`src/core/ccri_pkg.sv`:
```
// package: layouts, field positions and reset values of the channel relay interface
package ccri_pkg;
	localparam int unsigned CNT_W = 32;
	// status word bit positions
	localparam int unsigned ST_READY = 0;
	localparam int unsigned ST_ENABLED = 1;
	localparam int unsigned ST_DIR = 2;
	localparam int unsigned ST_CAP0 = 4;
	localparam int unsigned ST_CAP1 = 5;
	localparam int unsigned ST_OUT0 = 6;
	localparam int unsigned ST_OUT1 = 7;
	localparam int unsigned ST_IN_A = 8;
	localparam int unsigned ST_IN_B = 9;
	localparam int unsigned ST_IN_Z = 10;
	localparam int unsigned ST_CTL0 = 11;
	localparam int unsigned ST_CTL1 = 12;
	localparam int unsigned ST_OVF = 13;
	localparam int unsigned ST_UNF = 14;
	localparam int unsigned ST_ERR = 15;
	// request word bit positions
	localparam int unsigned RQ_READY = 0;
	localparam int unsigned RQ_CNT_EN = 1;
	localparam int unsigned RQ_RESET = 2;
	localparam int unsigned RQ_PRESET = 3;
	localparam int unsigned RQ_RST_EN = 4;
	localparam int unsigned RQ_CHG_CUR = 5;
	localparam int unsigned RQ_CHG_PRE = 6;
	localparam int unsigned RQ_CAPTURE = 7;
	localparam int unsigned RQ_O0_ON = 9;
	localparam int unsigned RQ_O0_OFF = 10;
	localparam int unsigned RQ_O1_ON = 11;
	localparam int unsigned RQ_O1_OFF = 12;
	localparam int unsigned RQ_OVF_CLR = 13;
	localparam int unsigned RQ_UNF_CLR = 14;
	localparam int unsigned RQ_ERR_CLR = 15;
	localparam logic [15:0] REQ_RESET = 16'h0000;
	localparam logic [31:0] CNT_RESET = 32'h00000000;
	localparam logic [31:0] CNT_MAX = 32'h7FFFFFFF;
	localparam logic [31:0] CNT_MIN = 32'h80000000;

	// configuration image downloaded by the host
	typedef struct packed {
		logic ring;
		logic reverse;
		logic [1:0] cap_mode;
		logic [31:0] preset_val;
		logic [31:0] change_val;
		logic [31:0] upper;
		logic [31:0] lower;
	} ccri_cfg_s;

	// pulse and control inputs of one channel
	typedef struct packed {
		logic in_a;
		logic in_b;
		logic in_z;
		logic ctl0;
		logic ctl1;
	} ccri_pins_s;

	// capture modes
	typedef enum logic [1:0] {
		CCRI_CAP_OFF,
		CCRI_CAP_EDGE,
		CCRI_CAP_SAMPLE
	} ccri_cap_e;
endpackage

```
`src/core/ccri_channel.sv`:
```
// one channel of the counter relay interface: status words, request word and counter
`timescale 1ns/10ps
// Operation
// - ready-done bit set once parameters prepared and counting can start
// - enabled bit high while counting is enabled
// - direction bit 1 forward counting, 0 reverse counting
// - capture 0 done bit set when count latched into capture 0
// - capture 1 done bit set when count latched into capture 1
// - two monitor bits show driven state of external outputs
// - three monitor bits show state of A, B, Z inputs
// - two monitor bits show state of the two control inputs
// - overflow and underflow flags raised only in linear counter type
// - error flag stays set until rising edge on error-clear bit
// - second status word carries sixteen comparison match flags
// - host holds ready request high; channel recomputes parameters meanwhile
// - counting runs only while count-enable request is high
// - rising edge on reset request clears count; level has no effect
// - rising edge on preset request loads preset value into counter
// - Z reset acts only while reset-enable request high
// - rising edge on change request loads configured change value
// - rising edge on preset change request updates stored preset value
// - capture request is enable in edge mode, trigger in sampling mode
// - four level bits force external outputs on or off while held
// - rising edges clear overflow and underflow flags respectively
// - downloaded configuration takes effect only on ready request
module ccri_channel (
	input wire logic MCLK_I, // unit clock
	input wire logic RST_B_I, // async reset, active low
	input wire logic CE_I, // clock enable
	input wire logic [15:0] CHANNEL_REQUEST_WORD_I, // request relays from host
	input wire ccri_pkg::ccri_cfg_s CFG_I, // downloaded configuration
	input wire ccri_pkg::ccri_pins_s PINS_I, // raw pulse and control pins
	input wire logic [15:0] MATCH_I, // comparison results
	input wire logic [1:0] OUT_CMP_I, // comparison-driven external outputs
	input wire logic ERR_EVT_I, // error detected
	output logic [15:0] CHANNEL_STATUS_WORD_O, // status relays
	output logic [15:0] COMPARISON_MATCH_WORD_O, // match relays
	output logic [1:0] EXT_OUT_O, // external outputs 0 and 1
	output logic [31:0] COUNT_O, // current count
	output logic [31:0] CAPTURE0_O, // capture 0 register
	output logic [31:0] CAPTURE1_O // capture 1 register
);
	logic [15:0] req_reg;
	logic [15:0] req_prev_reg;
	logic [15:0] req_rise;
	ccri_pkg::ccri_cfg_s cfg_reg;
	ccri_pkg::ccri_pins_s s1_reg, s2_reg, s3_reg, pin_reg;
	logic ready_reg;
	logic [31:0] count_reg;
	logic [31:0] count_next;
	logic [31:0] preset_reg;
	logic [31:0] cap0_reg, cap1_reg;
	logic cap0_done_reg, cap1_done_reg;
	logic ovf_reg, unf_reg, err_reg;
	logic [1:0] out_reg;
	logic [15:0] match_reg;
	logic a_prev_reg, z_prev_reg, c0_prev_reg;
	logic count_step, z_reset, cap_edge_trig, cap_samp_trig;
	logic at_max, at_min, count_load;

	function automatic logic force_out(input logic cmp, input logic on, input logic off);
		if (off) begin
			return 1'b0;
		end
		return on | cmp;
	endfunction

	assign req_rise = req_reg & ~req_prev_reg;

	// request relays come from same-clock backplane logic
	always_ff @(posedge MCLK_I or negedge RST_B_I) begin
		if (!RST_B_I) begin
			req_reg <= ccri_pkg::REQ_RESET;
			req_prev_reg <= ccri_pkg::REQ_RESET;
		end else if (CE_I) begin
			req_reg <= CHANNEL_REQUEST_WORD_I;
			req_prev_reg <= req_reg;
		end
	end

	// pins pass three flops; a change counts when second and third agree
	always_ff @(posedge MCLK_I or negedge RST_B_I) begin
		if (!RST_B_I) begin
			s1_reg <= '0;
			s2_reg <= '0;
			s3_reg <= '0;
			pin_reg <= '0;
		end else if (CE_I) begin
			s1_reg <= PINS_I;
			s2_reg <= s1_reg;
			s3_reg <= s2_reg;
			pin_reg <= (s2_reg ~^ s3_reg) & s2_reg | ~(s2_reg ~^ s3_reg) & pin_reg;
		end
	end

	// configuration latched while ready request is held
	always_ff @(posedge MCLK_I or negedge RST_B_I) begin
		if (!RST_B_I) begin
			cfg_reg <= '0;
			ready_reg <= 1'b0;
		end else if (CE_I) begin
			if (req_reg[ccri_pkg::RQ_READY]) begin
				cfg_reg <= CFG_I;
			end
			ready_reg <= req_reg[ccri_pkg::RQ_READY];
		end
	end

	always_ff @(posedge MCLK_I or negedge RST_B_I) begin
		if (!RST_B_I) begin
			a_prev_reg <= 1'b0;
			z_prev_reg <= 1'b0;
			c0_prev_reg <= 1'b0;
		end else if (CE_I) begin
			a_prev_reg <= pin_reg.in_a;
			z_prev_reg <= pin_reg.in_z;
			c0_prev_reg <= pin_reg.ctl0;
		end
	end

	assign count_step = ready_reg & req_reg[ccri_pkg::RQ_CNT_EN] & pin_reg.in_a & ~a_prev_reg;
	assign z_reset = req_reg[ccri_pkg::RQ_RST_EN] & pin_reg.in_z & ~z_prev_reg;
	assign at_max = count_reg == cfg_reg.upper;
	assign at_min = count_reg == cfg_reg.lower;
	assign count_load = req_rise[ccri_pkg::RQ_RESET] | req_rise[ccri_pkg::RQ_PRESET] | req_rise[ccri_pkg::RQ_CHG_CUR] | z_reset;

	// downloaded preset applies on ready; change request takes the current image
	always_ff @(posedge MCLK_I or negedge RST_B_I) begin
		if (!RST_B_I) begin
			preset_reg <= ccri_pkg::CNT_RESET;
		end else if (CE_I) begin
			if (req_rise[ccri_pkg::RQ_CHG_PRE]) begin
				preset_reg <= cfg_reg.preset_val;
			end else if (req_rise[ccri_pkg::RQ_READY]) begin
				preset_reg <= CFG_I.preset_val;
			end
		end
	end

	always_comb begin
		count_next = count_reg;
		if (req_rise[ccri_pkg::RQ_RESET] || z_reset) begin
			count_next = ccri_pkg::CNT_RESET;
		end else if (req_rise[ccri_pkg::RQ_PRESET]) begin
			count_next = preset_reg;
		end else if (req_rise[ccri_pkg::RQ_CHG_CUR]) begin
			count_next = cfg_reg.change_val;
		end else if (count_step) begin
			if (!cfg_reg.reverse) begin
				count_next = (at_max && cfg_reg.ring) ? cfg_reg.lower : (at_max ? count_reg : count_reg + 32'h00000001);
			end else begin
				count_next = (at_min && cfg_reg.ring) ? cfg_reg.upper : (at_min ? count_reg : count_reg - 32'h00000001);
			end
		end
	end

	always_ff @(posedge MCLK_I or negedge RST_B_I) begin
		if (!RST_B_I) begin
			count_reg <= ccri_pkg::CNT_RESET;
		end else if (CE_I) begin
			count_reg <= count_next;
		end
	end

	// linear counter range flags; set wins over clear
	always_ff @(posedge MCLK_I or negedge RST_B_I) begin
		if (!RST_B_I) begin
			ovf_reg <= 1'b0;
			unf_reg <= 1'b0;
		end else if (CE_I) begin
			if (count_step && !cfg_reg.ring && !cfg_reg.reverse && at_max) begin
				ovf_reg <= 1'b1;
			end else if (req_rise[ccri_pkg::RQ_OVF_CLR]) begin
				ovf_reg <= 1'b0;
			end
			if (count_step && !cfg_reg.ring && cfg_reg.reverse && at_min) begin
				unf_reg <= 1'b1;
			end else if (req_rise[ccri_pkg::RQ_UNF_CLR]) begin
				unf_reg <= 1'b0;
			end
		end
	end

	always_ff @(posedge MCLK_I or negedge RST_B_I) begin
		if (!RST_B_I) begin
			err_reg <= 1'b0;
		end else if (CE_I) begin
			if (ERR_EVT_I) begin
				err_reg <= 1'b1;
			end else if (req_rise[ccri_pkg::RQ_ERR_CLR]) begin
				err_reg <= 1'b0;
			end
		end
	end

	// capture 0: edge on ctl0 while enabled, or sample on request rise
	assign cap_edge_trig = cfg_reg.cap_mode == ccri_pkg::CCRI_CAP_EDGE && req_reg[ccri_pkg::RQ_CAPTURE]
		&& pin_reg.ctl0 && !c0_prev_reg;
	assign cap_samp_trig = cfg_reg.cap_mode == ccri_pkg::CCRI_CAP_SAMPLE && req_rise[ccri_pkg::RQ_CAPTURE];

	always_ff @(posedge MCLK_I or negedge RST_B_I) begin
		if (!RST_B_I) begin
			cap0_reg <= ccri_pkg::CNT_RESET;
			cap1_reg <= ccri_pkg::CNT_RESET;
			cap0_done_reg <= 1'b0;
			cap1_done_reg <= 1'b0;
		end else if (CE_I) begin
			// ready low clears done flags every cycle; a capture in the same cycle wins
			if (!ready_reg) begin
				cap0_done_reg <= 1'b0;
				cap1_done_reg <= 1'b0;
			end
			if (cap_edge_trig || cap_samp_trig) begin
				cap0_reg <= count_reg;
				cap0_done_reg <= 1'b1;
			end
			if (cap_edge_trig) begin
				cap1_reg <= count_reg;
				cap1_done_reg <= 1'b1;
			end
		end
	end

	always_ff @(posedge MCLK_I or negedge RST_B_I) begin
		if (!RST_B_I) begin
			out_reg <= 2'h0;
		end else if (CE_I) begin
			out_reg[0] <= force_out(OUT_CMP_I[0], req_reg[ccri_pkg::RQ_O0_ON], req_reg[ccri_pkg::RQ_O0_OFF]);
			out_reg[1] <= force_out(OUT_CMP_I[1], req_reg[ccri_pkg::RQ_O1_ON], req_reg[ccri_pkg::RQ_O1_OFF]);
		end
	end

	always_ff @(posedge MCLK_I or negedge RST_B_I) begin
		if (!RST_B_I) begin
			match_reg <= 16'h0000;
		end else if (CE_I) begin
			match_reg <= MATCH_I;
		end
	end

	always_comb begin
		CHANNEL_STATUS_WORD_O = 16'h0000;
		CHANNEL_STATUS_WORD_O[ccri_pkg::ST_READY] = ready_reg;
		CHANNEL_STATUS_WORD_O[ccri_pkg::ST_ENABLED] = ready_reg & req_reg[ccri_pkg::RQ_CNT_EN];
		CHANNEL_STATUS_WORD_O[ccri_pkg::ST_DIR] = ~cfg_reg.reverse;
		CHANNEL_STATUS_WORD_O[ccri_pkg::ST_CAP0] = cap0_done_reg;
		CHANNEL_STATUS_WORD_O[ccri_pkg::ST_CAP1] = cap1_done_reg;
		CHANNEL_STATUS_WORD_O[ccri_pkg::ST_OUT0] = out_reg[0];
		CHANNEL_STATUS_WORD_O[ccri_pkg::ST_OUT1] = out_reg[1];
		CHANNEL_STATUS_WORD_O[ccri_pkg::ST_IN_A] = pin_reg.in_a;
		CHANNEL_STATUS_WORD_O[ccri_pkg::ST_IN_B] = pin_reg.in_b;
		CHANNEL_STATUS_WORD_O[ccri_pkg::ST_IN_Z] = pin_reg.in_z;
		CHANNEL_STATUS_WORD_O[ccri_pkg::ST_CTL0] = pin_reg.ctl0;
		CHANNEL_STATUS_WORD_O[ccri_pkg::ST_CTL1] = pin_reg.ctl1;
		CHANNEL_STATUS_WORD_O[ccri_pkg::ST_OVF] = ovf_reg;
		CHANNEL_STATUS_WORD_O[ccri_pkg::ST_UNF] = unf_reg;
		CHANNEL_STATUS_WORD_O[ccri_pkg::ST_ERR] = err_reg;
	end

	assign COMPARISON_MATCH_WORD_O = match_reg;
	assign EXT_OUT_O = out_reg;
	assign COUNT_O = count_reg;
	assign CAPTURE0_O = cap0_reg;
	assign CAPTURE1_O = cap1_reg;

	a_ready_follow: assert property (@(posedge MCLK_I) disable iff (!RST_B_I)
		CE_I ##1 CE_I |-> CHANNEL_STATUS_WORD_O[ccri_pkg::ST_READY] == $past(req_reg[ccri_pkg::RQ_READY]))
		else $error("ready bit does not follow request");
	a_enable_gate: assert property (@(posedge MCLK_I) disable iff (!RST_B_I)
		!req_reg[ccri_pkg::RQ_CNT_EN] |-> !count_step && !CHANNEL_STATUS_WORD_O[ccri_pkg::ST_ENABLED])
		else $error("counting without enable");
	a_reset_clears: assert property (@(posedge MCLK_I) disable iff (!RST_B_I)
		CE_I && req_rise[ccri_pkg::RQ_RESET] |=> count_reg == ccri_pkg::CNT_RESET)
		else $error("reset request did not clear count");
	a_preset_loads: assert property (@(posedge MCLK_I) disable iff (!RST_B_I)
		CE_I && req_rise[ccri_pkg::RQ_PRESET] && !req_rise[ccri_pkg::RQ_RESET] && !z_reset
		|=> count_reg == $past(preset_reg))
		else $error("preset not loaded");
	a_z_gated: assert property (@(posedge MCLK_I) disable iff (!RST_B_I)
		!req_reg[ccri_pkg::RQ_RST_EN] |-> !z_reset)
		else $error("z reset while disabled");
	a_force_off: assert property (@(posedge MCLK_I) disable iff (!RST_B_I)
		CE_I && req_reg[ccri_pkg::RQ_O0_OFF] |=> !EXT_OUT_O[0])
		else $error("force off not honoured");
	a_force_on: assert property (@(posedge MCLK_I) disable iff (!RST_B_I)
		CE_I && req_reg[ccri_pkg::RQ_O1_ON] && !req_reg[ccri_pkg::RQ_O1_OFF] |=> EXT_OUT_O[1])
		else $error("force on not honoured");
	a_err_sticky: assert property (@(posedge MCLK_I) disable iff (!RST_B_I)
		err_reg && !req_rise[ccri_pkg::RQ_ERR_CLR] |=> err_reg)
		else $error("error flag dropped without clear");
	a_ring_no_ovf: assert property (@(posedge MCLK_I) disable iff (!RST_B_I)
		cfg_reg.ring && !ovf_reg |=> !ovf_reg)
		else $error("overflow raised in ring mode");
	a_ovf_clear: assert property (@(posedge MCLK_I) disable iff (!RST_B_I)
		CE_I && req_rise[ccri_pkg::RQ_OVF_CLR] && !count_step |=> !ovf_reg)
		else $error("overflow not cleared");
	a_cfg_taken: assert property (@(posedge MCLK_I) disable iff (!RST_B_I)
		CE_I && req_reg[ccri_pkg::RQ_READY] |=> cfg_reg == $past(CFG_I))
		else $error("configuration not taken while ready held");
	a_cfg_held: assert property (@(posedge MCLK_I) disable iff (!RST_B_I)
		CE_I && !req_reg[ccri_pkg::RQ_READY] |=> cfg_reg == $past(cfg_reg))
		else $error("configuration changed without ready");
	a_preset_ready: assert property (@(posedge MCLK_I) disable iff (!RST_B_I)
		CE_I && req_rise[ccri_pkg::RQ_READY] && !req_rise[ccri_pkg::RQ_CHG_PRE]
		|=> preset_reg == $past(CFG_I.preset_val))
		else $error("preset not taken on ready");
	a_preset_store: assert property (@(posedge MCLK_I) disable iff (!RST_B_I)
		CE_I && req_rise[ccri_pkg::RQ_CHG_PRE] |=> preset_reg == $past(cfg_reg.preset_val))
		else $error("preset value not updated");
	a_change_loads: assert property (@(posedge MCLK_I) disable iff (!RST_B_I)
		CE_I && req_rise[ccri_pkg::RQ_CHG_CUR] && !req_rise[ccri_pkg::RQ_RESET]
		&& !req_rise[ccri_pkg::RQ_PRESET] && !z_reset |=> count_reg == $past(cfg_reg.change_val))
		else $error("change value not loaded");
	a_z_resets: assert property (@(posedge MCLK_I) disable iff (!RST_B_I)
		CE_I && req_reg[ccri_pkg::RQ_RST_EN] && pin_reg.in_z && !z_prev_reg
		|=> count_reg == ccri_pkg::CNT_RESET)
		else $error("z edge did not reset count");
	a_count_up: assert property (@(posedge MCLK_I) disable iff (!RST_B_I)
		CE_I && count_step && !count_load && !cfg_reg.reverse && !at_max
		|=> count_reg == $past(count_reg) + 32'h00000001)
		else $error("forward step did not add one");
	a_count_down: assert property (@(posedge MCLK_I) disable iff (!RST_B_I)
		CE_I && count_step && !count_load && cfg_reg.reverse && !at_min
		|=> count_reg == $past(count_reg) - 32'h00000001)
		else $error("reverse step did not subtract one");
	a_count_hold: assert property (@(posedge MCLK_I) disable iff (!RST_B_I)
		CE_I && !count_step && !count_load |=> count_reg == $past(count_reg))
		else $error("count changed without step or load");
	a_ovf_set: assert property (@(posedge MCLK_I) disable iff (!RST_B_I)
		CE_I && count_step && !cfg_reg.ring && !cfg_reg.reverse && at_max |=> ovf_reg)
		else $error("overflow not raised");
	a_unf_set: assert property (@(posedge MCLK_I) disable iff (!RST_B_I)
		CE_I && count_step && !cfg_reg.ring && cfg_reg.reverse && at_min |=> unf_reg)
		else $error("underflow not raised");
	a_ring_no_unf: assert property (@(posedge MCLK_I) disable iff (!RST_B_I)
		cfg_reg.ring && !unf_reg |=> !unf_reg)
		else $error("underflow raised in ring mode");
	a_unf_clear: assert property (@(posedge MCLK_I) disable iff (!RST_B_I)
		CE_I && req_rise[ccri_pkg::RQ_UNF_CLR] && !count_step |=> !unf_reg)
		else $error("underflow not cleared");
	a_err_clear: assert property (@(posedge MCLK_I) disable iff (!RST_B_I)
		CE_I && req_rise[ccri_pkg::RQ_ERR_CLR] && !ERR_EVT_I |=> !err_reg)
		else $error("error flag not cleared");
	a_force_off1: assert property (@(posedge MCLK_I) disable iff (!RST_B_I)
		CE_I && req_reg[ccri_pkg::RQ_O1_OFF] |=> !EXT_OUT_O[1])
		else $error("force off of output 1 not honoured");
	a_match_copy: assert property (@(posedge MCLK_I) disable iff (!RST_B_I)
		CE_I |=> COMPARISON_MATCH_WORD_O == $past(MATCH_I))
		else $error("match word does not follow results");
	a_cap0_latch: assert property (@(posedge MCLK_I) disable iff (!RST_B_I)
		CE_I && (cap_edge_trig || cap_samp_trig) |=> cap0_done_reg && CAPTURE0_O == $past(count_reg))
		else $error("capture 0 not latched");
	a_cap1_latch: assert property (@(posedge MCLK_I) disable iff (!RST_B_I)
		CE_I && cap_edge_trig |=> cap1_done_reg && CAPTURE1_O == $past(count_reg))
		else $error("capture 1 not latched");
	a_pin_filter: assert property (@(posedge MCLK_I) disable iff (!RST_B_I)
		CE_I && s2_reg == s3_reg |=> pin_reg == $past(s2_reg))
		else $error("agreed pin level not taken");
endmodule

```
`config.mk`:
```
export PLATFORM = sky130hd
export DESIGN_NAME = ccri_channel
export DESIGN_NICKNAME = d
export VERILOG_FILES = /design/src/core/ccri_pkg.sv /design/src/core/ccri_channel.sv
export SDC_FILE = /design/constraint.sdc
export NUM_CORES = 1
export LEC_CHECK = 0
export CORE_AREA = 8 8 244 246
export CTS_CLUSTER_SIZE = 20
export DETAILED_ROUTE_END_ITERATION = 7
export DIE_AREA = 0 0 252 254
export DONT_BUFFER_PORTS = 1
export GPL_ROUTABILITY_DRIVEN = 0
export PLACE_DENSITY = 0.41
export SLEW_MARGIN = 40
export SYNTH_ARGS = -nofsm -noshare
export SYNTH_HDL_FRONTEND = slang
export SYNTH_SLANG_ARGS = --single-unit
```
`constraint.sdc`:
```
create_clock -name MCLK_I -period 3.5 [get_ports MCLK_I]
set_clock_uncertainty 0.15 [all_clocks]
set_input_delay 0.175 -clock MCLK_I [delete_from_list [all_inputs] [get_ports MCLK_I]]
set_output_delay 0.175 -clock MCLK_I [all_outputs]
set_load 0.005 [all_outputs]
```
# ---- Word level (Yosys, flattened, before mapping)
# Cells that the tools add are included.
dict set report totals {
  reg_bits 339
  out_inout_bits 130
  word_cells 130
}
dict set report op_classes {
  n_addsub 2
  n_eq_ne 8
  muxes 28
  bitwise 17
  n_reduce_logical 31
}
# operator n
set ops {}
lappend ops {{$mux 32} 11}
lappend ops {{$eq 32x32->1} 2}
lappend ops {{$add 32x1->32 const B} 1}
lappend ops {{$sub 32x1->32 const B} 1}
lappend ops {{$reduce_and 2->1} 9}
lappend ops {{$mux 1} 17}
lappend ops {{$and 16x16->16} 1}
lappend ops {{$not 16->16} 1}
lappend ops {{$ne 6x4->1 const B} 2}
lappend ops {{$logic_and 1x1->1} 11}
lappend ops {{$and 5x5->5} 2}
lappend ops {{$reduce_bool 2->1} 4}
lappend ops {{$and 1x1->1} 5}
lappend ops {{$not 5->5} 1}
lappend ops {{$or 5x5->5} 1}
lappend ops {{$xnor 5x5->5} 1}
lappend ops {{$ne 2x1->1 const B} 2}
lappend ops {{$reduce_and 4->1} 1}
lappend ops {{$reduce_bool 4->1} 1}
lappend ops {{$logic_not 1->1} 3}
lappend ops {{$not 1->1} 3}
lappend ops {{$eq 2x1->1 const B} 1}
lappend ops {{$eq 2x2->1 const B} 1}
lappend ops {{$logic_or 1x1->1} 2}
lappend ops {{$or 1x1->1} 2}

# ---- Logic depth before layout (Yosys ltp)
dict set report logic_depth {
  depth_word 8
  mapped_depth 11
  mapped_depth_nobuf 9
}

# ---- Worst setup path after synthesis
# No wires, ideal clock.
dict set report synth_path {
  kind {flip-flop to flip-flop}
  start {register count_reg[22], in the netlist COUNT_O[22]}
  end {register count_reg[29], in the netlist COUNT_O[29]}
  arrival_time_ps 2444
  required_time_ps 3226
  slack_ps 782
  path_stages_with_launch 9
  n_path_buf 1
  cell_sequence {dfrtp_1 -> buf_2 -> or4_4 -> or4_1 -> or3b_1 -> xnor2_1 -> nor2_1 -> o22ai_1 -> o31a_1}
}
dict set report synth_via {
  elab_chain_cells 8
}
# element line
set synth_rtl {}
lappend synth_rtl {{start: declaration} ccri_channel.sv:49} ;# logic [31:0] count_reg;
lappend synth_rtl {{start signal: assignment} ccri_channel.sv:159} ;# count_reg <= ccri_pkg::CNT_RESET;
lappend synth_rtl {{start signal: assignment} ccri_channel.sv:161} ;# count_reg <= count_next;
lappend synth_rtl {{$add 32x1->32 (tied with other cells)} ccri_channel.sv:150} ;# count_next = (at_max && cfg_reg.ring) ? cfg_reg.lower : (at_max ? count_reg : count_reg + 32'h00000001);
lappend synth_rtl {{$mux 32 (tied with other cells)} ccri_channel.sv:150}
lappend synth_rtl {{$mux 32 (on tied branches)} {ccri_channel.sv:150, ccri_channel.sv:152}}
lappend synth_rtl {{$mux 32} ccri_channel.sv:149} ;# if (!cfg_reg.reverse) begin
lappend synth_rtl {{$mux 32} ccri_channel.sv:148} ;# end else if (count_step) begin
lappend synth_rtl {{$mux 32} ccri_channel.sv:146} ;# end else if (req_rise[ccri_pkg::RQ_CHG_CUR]) begin
lappend synth_rtl {{$mux 32} ccri_channel.sv:144} ;# end else if (req_rise[ccri_pkg::RQ_PRESET]) begin
lappend synth_rtl {{$mux 32} ccri_channel.sv:142} ;# if (req_rise[ccri_pkg::RQ_RESET] || z_reset) begin
# Parallel ways exist; a longest one is shown, timed or not. The select of a mux whose other input is x is not followed.
# A chain may end at the register's enable or synchronous reset.

# ---- Worst setup path after layout
dict set report layout_path {
  start {register count_reg[9], in the netlist COUNT_O[9]}
  end {register count_reg[19], in the netlist COUNT_O[19]}
}
# Same word-level chain as after synthesis.

==> impl_results.md <==
* Postcts setup bufs at 0
* DP HPWL at just over 40 mm
* Max reg flops at 132
* Sequential share of the synthesized area at 0.5004
* Post-CTS sizing at 0
* Area Growth Syn to Fin at 25.36%
* Reg clk slew, reported paths at around 0.060 ns
* Nets@finish at around 1800
* Final hold violations at between 300 and 400
* Setup CP Type: reg2reg
* Setup repair after global routing missed its margin: false
* Part of the power in registers at 0.399
* Post-Synth Simple-Gate Area at 0.09864
* Worst EP required at 3.81 ns
* Crit path DAT at about 3.6 ns
* Rows at 87
* Core area at 55730 sq um
* Largest family of logic cells by synthesized area: multiplexers
* Drt pass-1 iters at 5
* CTS buffer count at 41
* Global Route Usage Sum at 0.1749
* # placed instances at about 2100
* Final setup vio count at 0
* Clk Latency, worst-skew pair at about 0.58 ns
* CTS Buffer Depth at 3
* Vias in the first global route at ~12000
* Via density per instance at 4.934
* Detailed-route via count at between 10000 and 15000
* Layout cells sized above 1 at 0.2529
* Slew Limit Fails at 0
* Int Pwr at ~9.7 mW
* Mean routed wirelength per cell at roughly 24 um
* Least-Margin Pin Slew at 0.7483 ns
* Period utilisation layout at 0.9453
* CTS HTree Levels at 2
* Total Wirelength at between 50 and 60 mm
* Synth Area in Adders at 0.001516
* Max-cap viol count at 0
* Top Ports at just over 300
* FF+latch count, synth at 330
* Die Area at 64010 sq um
* R2R depth at 7
* Die Wd at 252 um
* Die H at about 250 um
* Net Count, Synth at approximately 1600
* Switching power at approximately 5.3 mW
* Synth Flop Type: dfrtp_1
* Initial antenna violation count at 15
* Failing checks: negative hold slack
* Hold Path Class: in2async
* Total power divided by cell area at between 700 and 800 nW/um^2
* Synthesized cell area at 16500 sq um
* Status: complete, but fails checks
* Initial Utilization at 0.2961
* Synth async-reset ratio at 1.000
* Min Clock Period, post-route at around 3.3 ns
* Post-Layout Inst Area at between 20000 and 25000 sq um
* Synth Area per Inst at 11.52 sq um
* CTS tree: yes
* Setup TNS Final at 0 ns
* Area after DPL at 17500 sq um
* Largest net degree at the start of global routing at around 330
* Nature of the critical path endpoint: register
* Slew Limit Headroom at 0.5012
* Combinational share of power at 0.308
* Synth Warn # at 0
* Crit path max fanout at 15
* First-pass GRT wire length at 83.93 mm
* Non-Filler Instances at around 2400
* I/O Buffers at 0
* Drt drc at 0
* WHS at -0.8463 ns
* Post-Route Utilization at 0.3712
* P_leak at between 8 and 9 nW
* Clk pwr share at 0.294
* Post-route ant nets at 0
* Clock Tree Root: clkbuf_16
* Netlist cell types at 75
* Fillers at around 5600
* Drt initial violations at around 640
* Syn Inst Count at roughly 1400
* Post-synth EDFFs at 0
* CTS Sinks at 330
* Sw Share at 0.3560
* Post-CTS Hold Buffers at about 170
* Post-synthesis compound-gate area fraction at 0.08189
* Fmax at 302.2 MHz
* Total grt overflow at 0
* VDD IR max at ~0.33 mV
* Mux cell area share after synthesis at 0.2159
* Post-synthesis xor/xnor area fraction at 0.06263
* CP startpoint kind: register
through the flow:
step / worst slack [ns] / total power [mW] / hold slack [ns]
after floorplan: 0.7825 / 8.739 / -0.2706
after global placement: 0.2940 / 10.41 / -0.2548
after detailed placement: 0.2334 / 10.49 / -0.2547
after CTS: 0.2271 / 15.23 / -0.8829
after global routing: 0.002142 / 15.86 / -0.8921
final: 0.1913 / 14.99 / -0.8463
cell families (layout without fill, tap and decap cells):
group	Yosys count	in the layout
multiplexers	325	325
XOR/XNOR	118	118
adder cells (fa/ha/maj)	2	2
AND/OR/NAND/NOR	312	312
other	1	14
buffers and inverters	141	337
AO/OA/AOI/OAI	204	204
flip-flops	330	330
synthesized netlist by cell type, types with 9 or more instances:
library cell | n | area [sq um]
mux2_2 | 248 | 2793
nor3_1 | 34 | 170.2
dfrtp_1 | 330 | 8258
nor4_1 | 10 | 62.56
nand4_1 | 22 | 137.6
xor2_1 | 36 | 315.3
o22ai_1 | 20 | 125.1
nand2b_1 | 9 | 56.30
clkbuf_1 | 64 | 240.2
xnor2_1 | 82 | 718.2
a21oi_1 | 20 | 100.1
buf_4 | 15 | 112.6
inv_1 | 19 | 71.32
mux2i_1 | 77 | 770.7
buf_2 | 30 | 150.1
nand3_1 | 32 | 160.2
nand2_1 | 96 | 360.4
o21ai_0 | 82 | 410.4
nor2_1 | 52 | 195.2
worst max-delay path: stages, from the launching register on:
cell     delay (ns)
dfrtp_1        0.50
xor2_1         0.29
nor4_1         0.60
and4_1         0.38
nand4_1        0.25
and3_1         0.48
and4_1         0.29
a221o_1        0.25
layout by cell type, fill, tap and decap left out, types with 6 or more instances in the layout:
| cell | n |
|---|---|
| dfrtp_1 | 330 |
| mux2_2 | 248 |
| dlygate4sd3_1 | 173 |
| nand2_1 | 94 |
| o21ai_0 | 82 |
| xnor2_1 | 82 |
| mux2i_1 | 77 |
| buf_4 | 68 |
| nor2_1 | 51 |
| clkbuf_16 | 41 |
| xor2_1 | 36 |
| nor3_1 | 33 |
| nand3_1 | 31 |
| nand4_1 | 22 |
| o22ai_1 | 20 |
| a21oi_1 | 20 |
| inv_1 | 19 |
| diode_2 | 13 |
| clkbuf_8 | 12 |
| nor4_1 | 10 |
| nand2b_1 | 8 |
| and3_1 | 8 |
| clkbuf_1 | 8 |
| or4_1 | 7 |
| o22a_1 | 7 |
| or3_1 | 6 |
| a311oi_1 | 6 |
| o221ai_1 | 6 |
| a221o_1 | 6 |
layout make-up:
cell class / instances / area (sq um) / area share
sequential: 330 / 8258 / 0.3992
antenna: 13 / 32.53 / 0.001573
timing repair buffer: 245 / 2330 / 0.1126
multi-input combinational: 962 / 7644 / 0.3695
inverter: 21 / 78.83 / 0.003810
clock inverter: 10 / 177.7 / 0.008588
clock buffer: 61 / 1221 / 0.05903
tap: 756 / 945.9 / 0.04572
layer usage:
metal  GRT usage  wire (um)  share of wire
met3     0.04959       4002          0.070
met4     0.05191       1406          0.025
met1      0.2304      25290           0.44
met5           0         38        0.00067
met2      0.2774      26320           0.46
final timing paths:
check | startpoint | end | slack (ns)
hold / removal | RST_B_I | CAPTURE1_O[25] | -0.85
setup reg to reg | COUNT_O[9] | COUNT_O[19] | 0.19
max in group asynchronous | RST_B_I | cfg_reg[111] | 3.46
setup / recovery | COUNT_O[9] | COUNT_O[19] | 0.19
hold reg to reg | preset_reg[11] | preset_reg[11] | 0.33
min in group MCLK_I | CE_I | preset_reg[30] | 0.06
power groups by stage:
stage | clock, mW | combinational [mW] | sequential (mW)
2_1_floorplan | 0 | 3.23 | 5.51
3_3_place_gp | 0 | 4.39 | 6.02
3_5_place_dp | 0 | 4.43 | 6.06
4_1_cts | 4.58 | 4.65 | 6.00
5_1_grt | 4.74 | 4.99 | 6.14
6_report | 4.40 | 4.61 | 5.97
No activity file was read; power rests on OpenSTA's default activity.
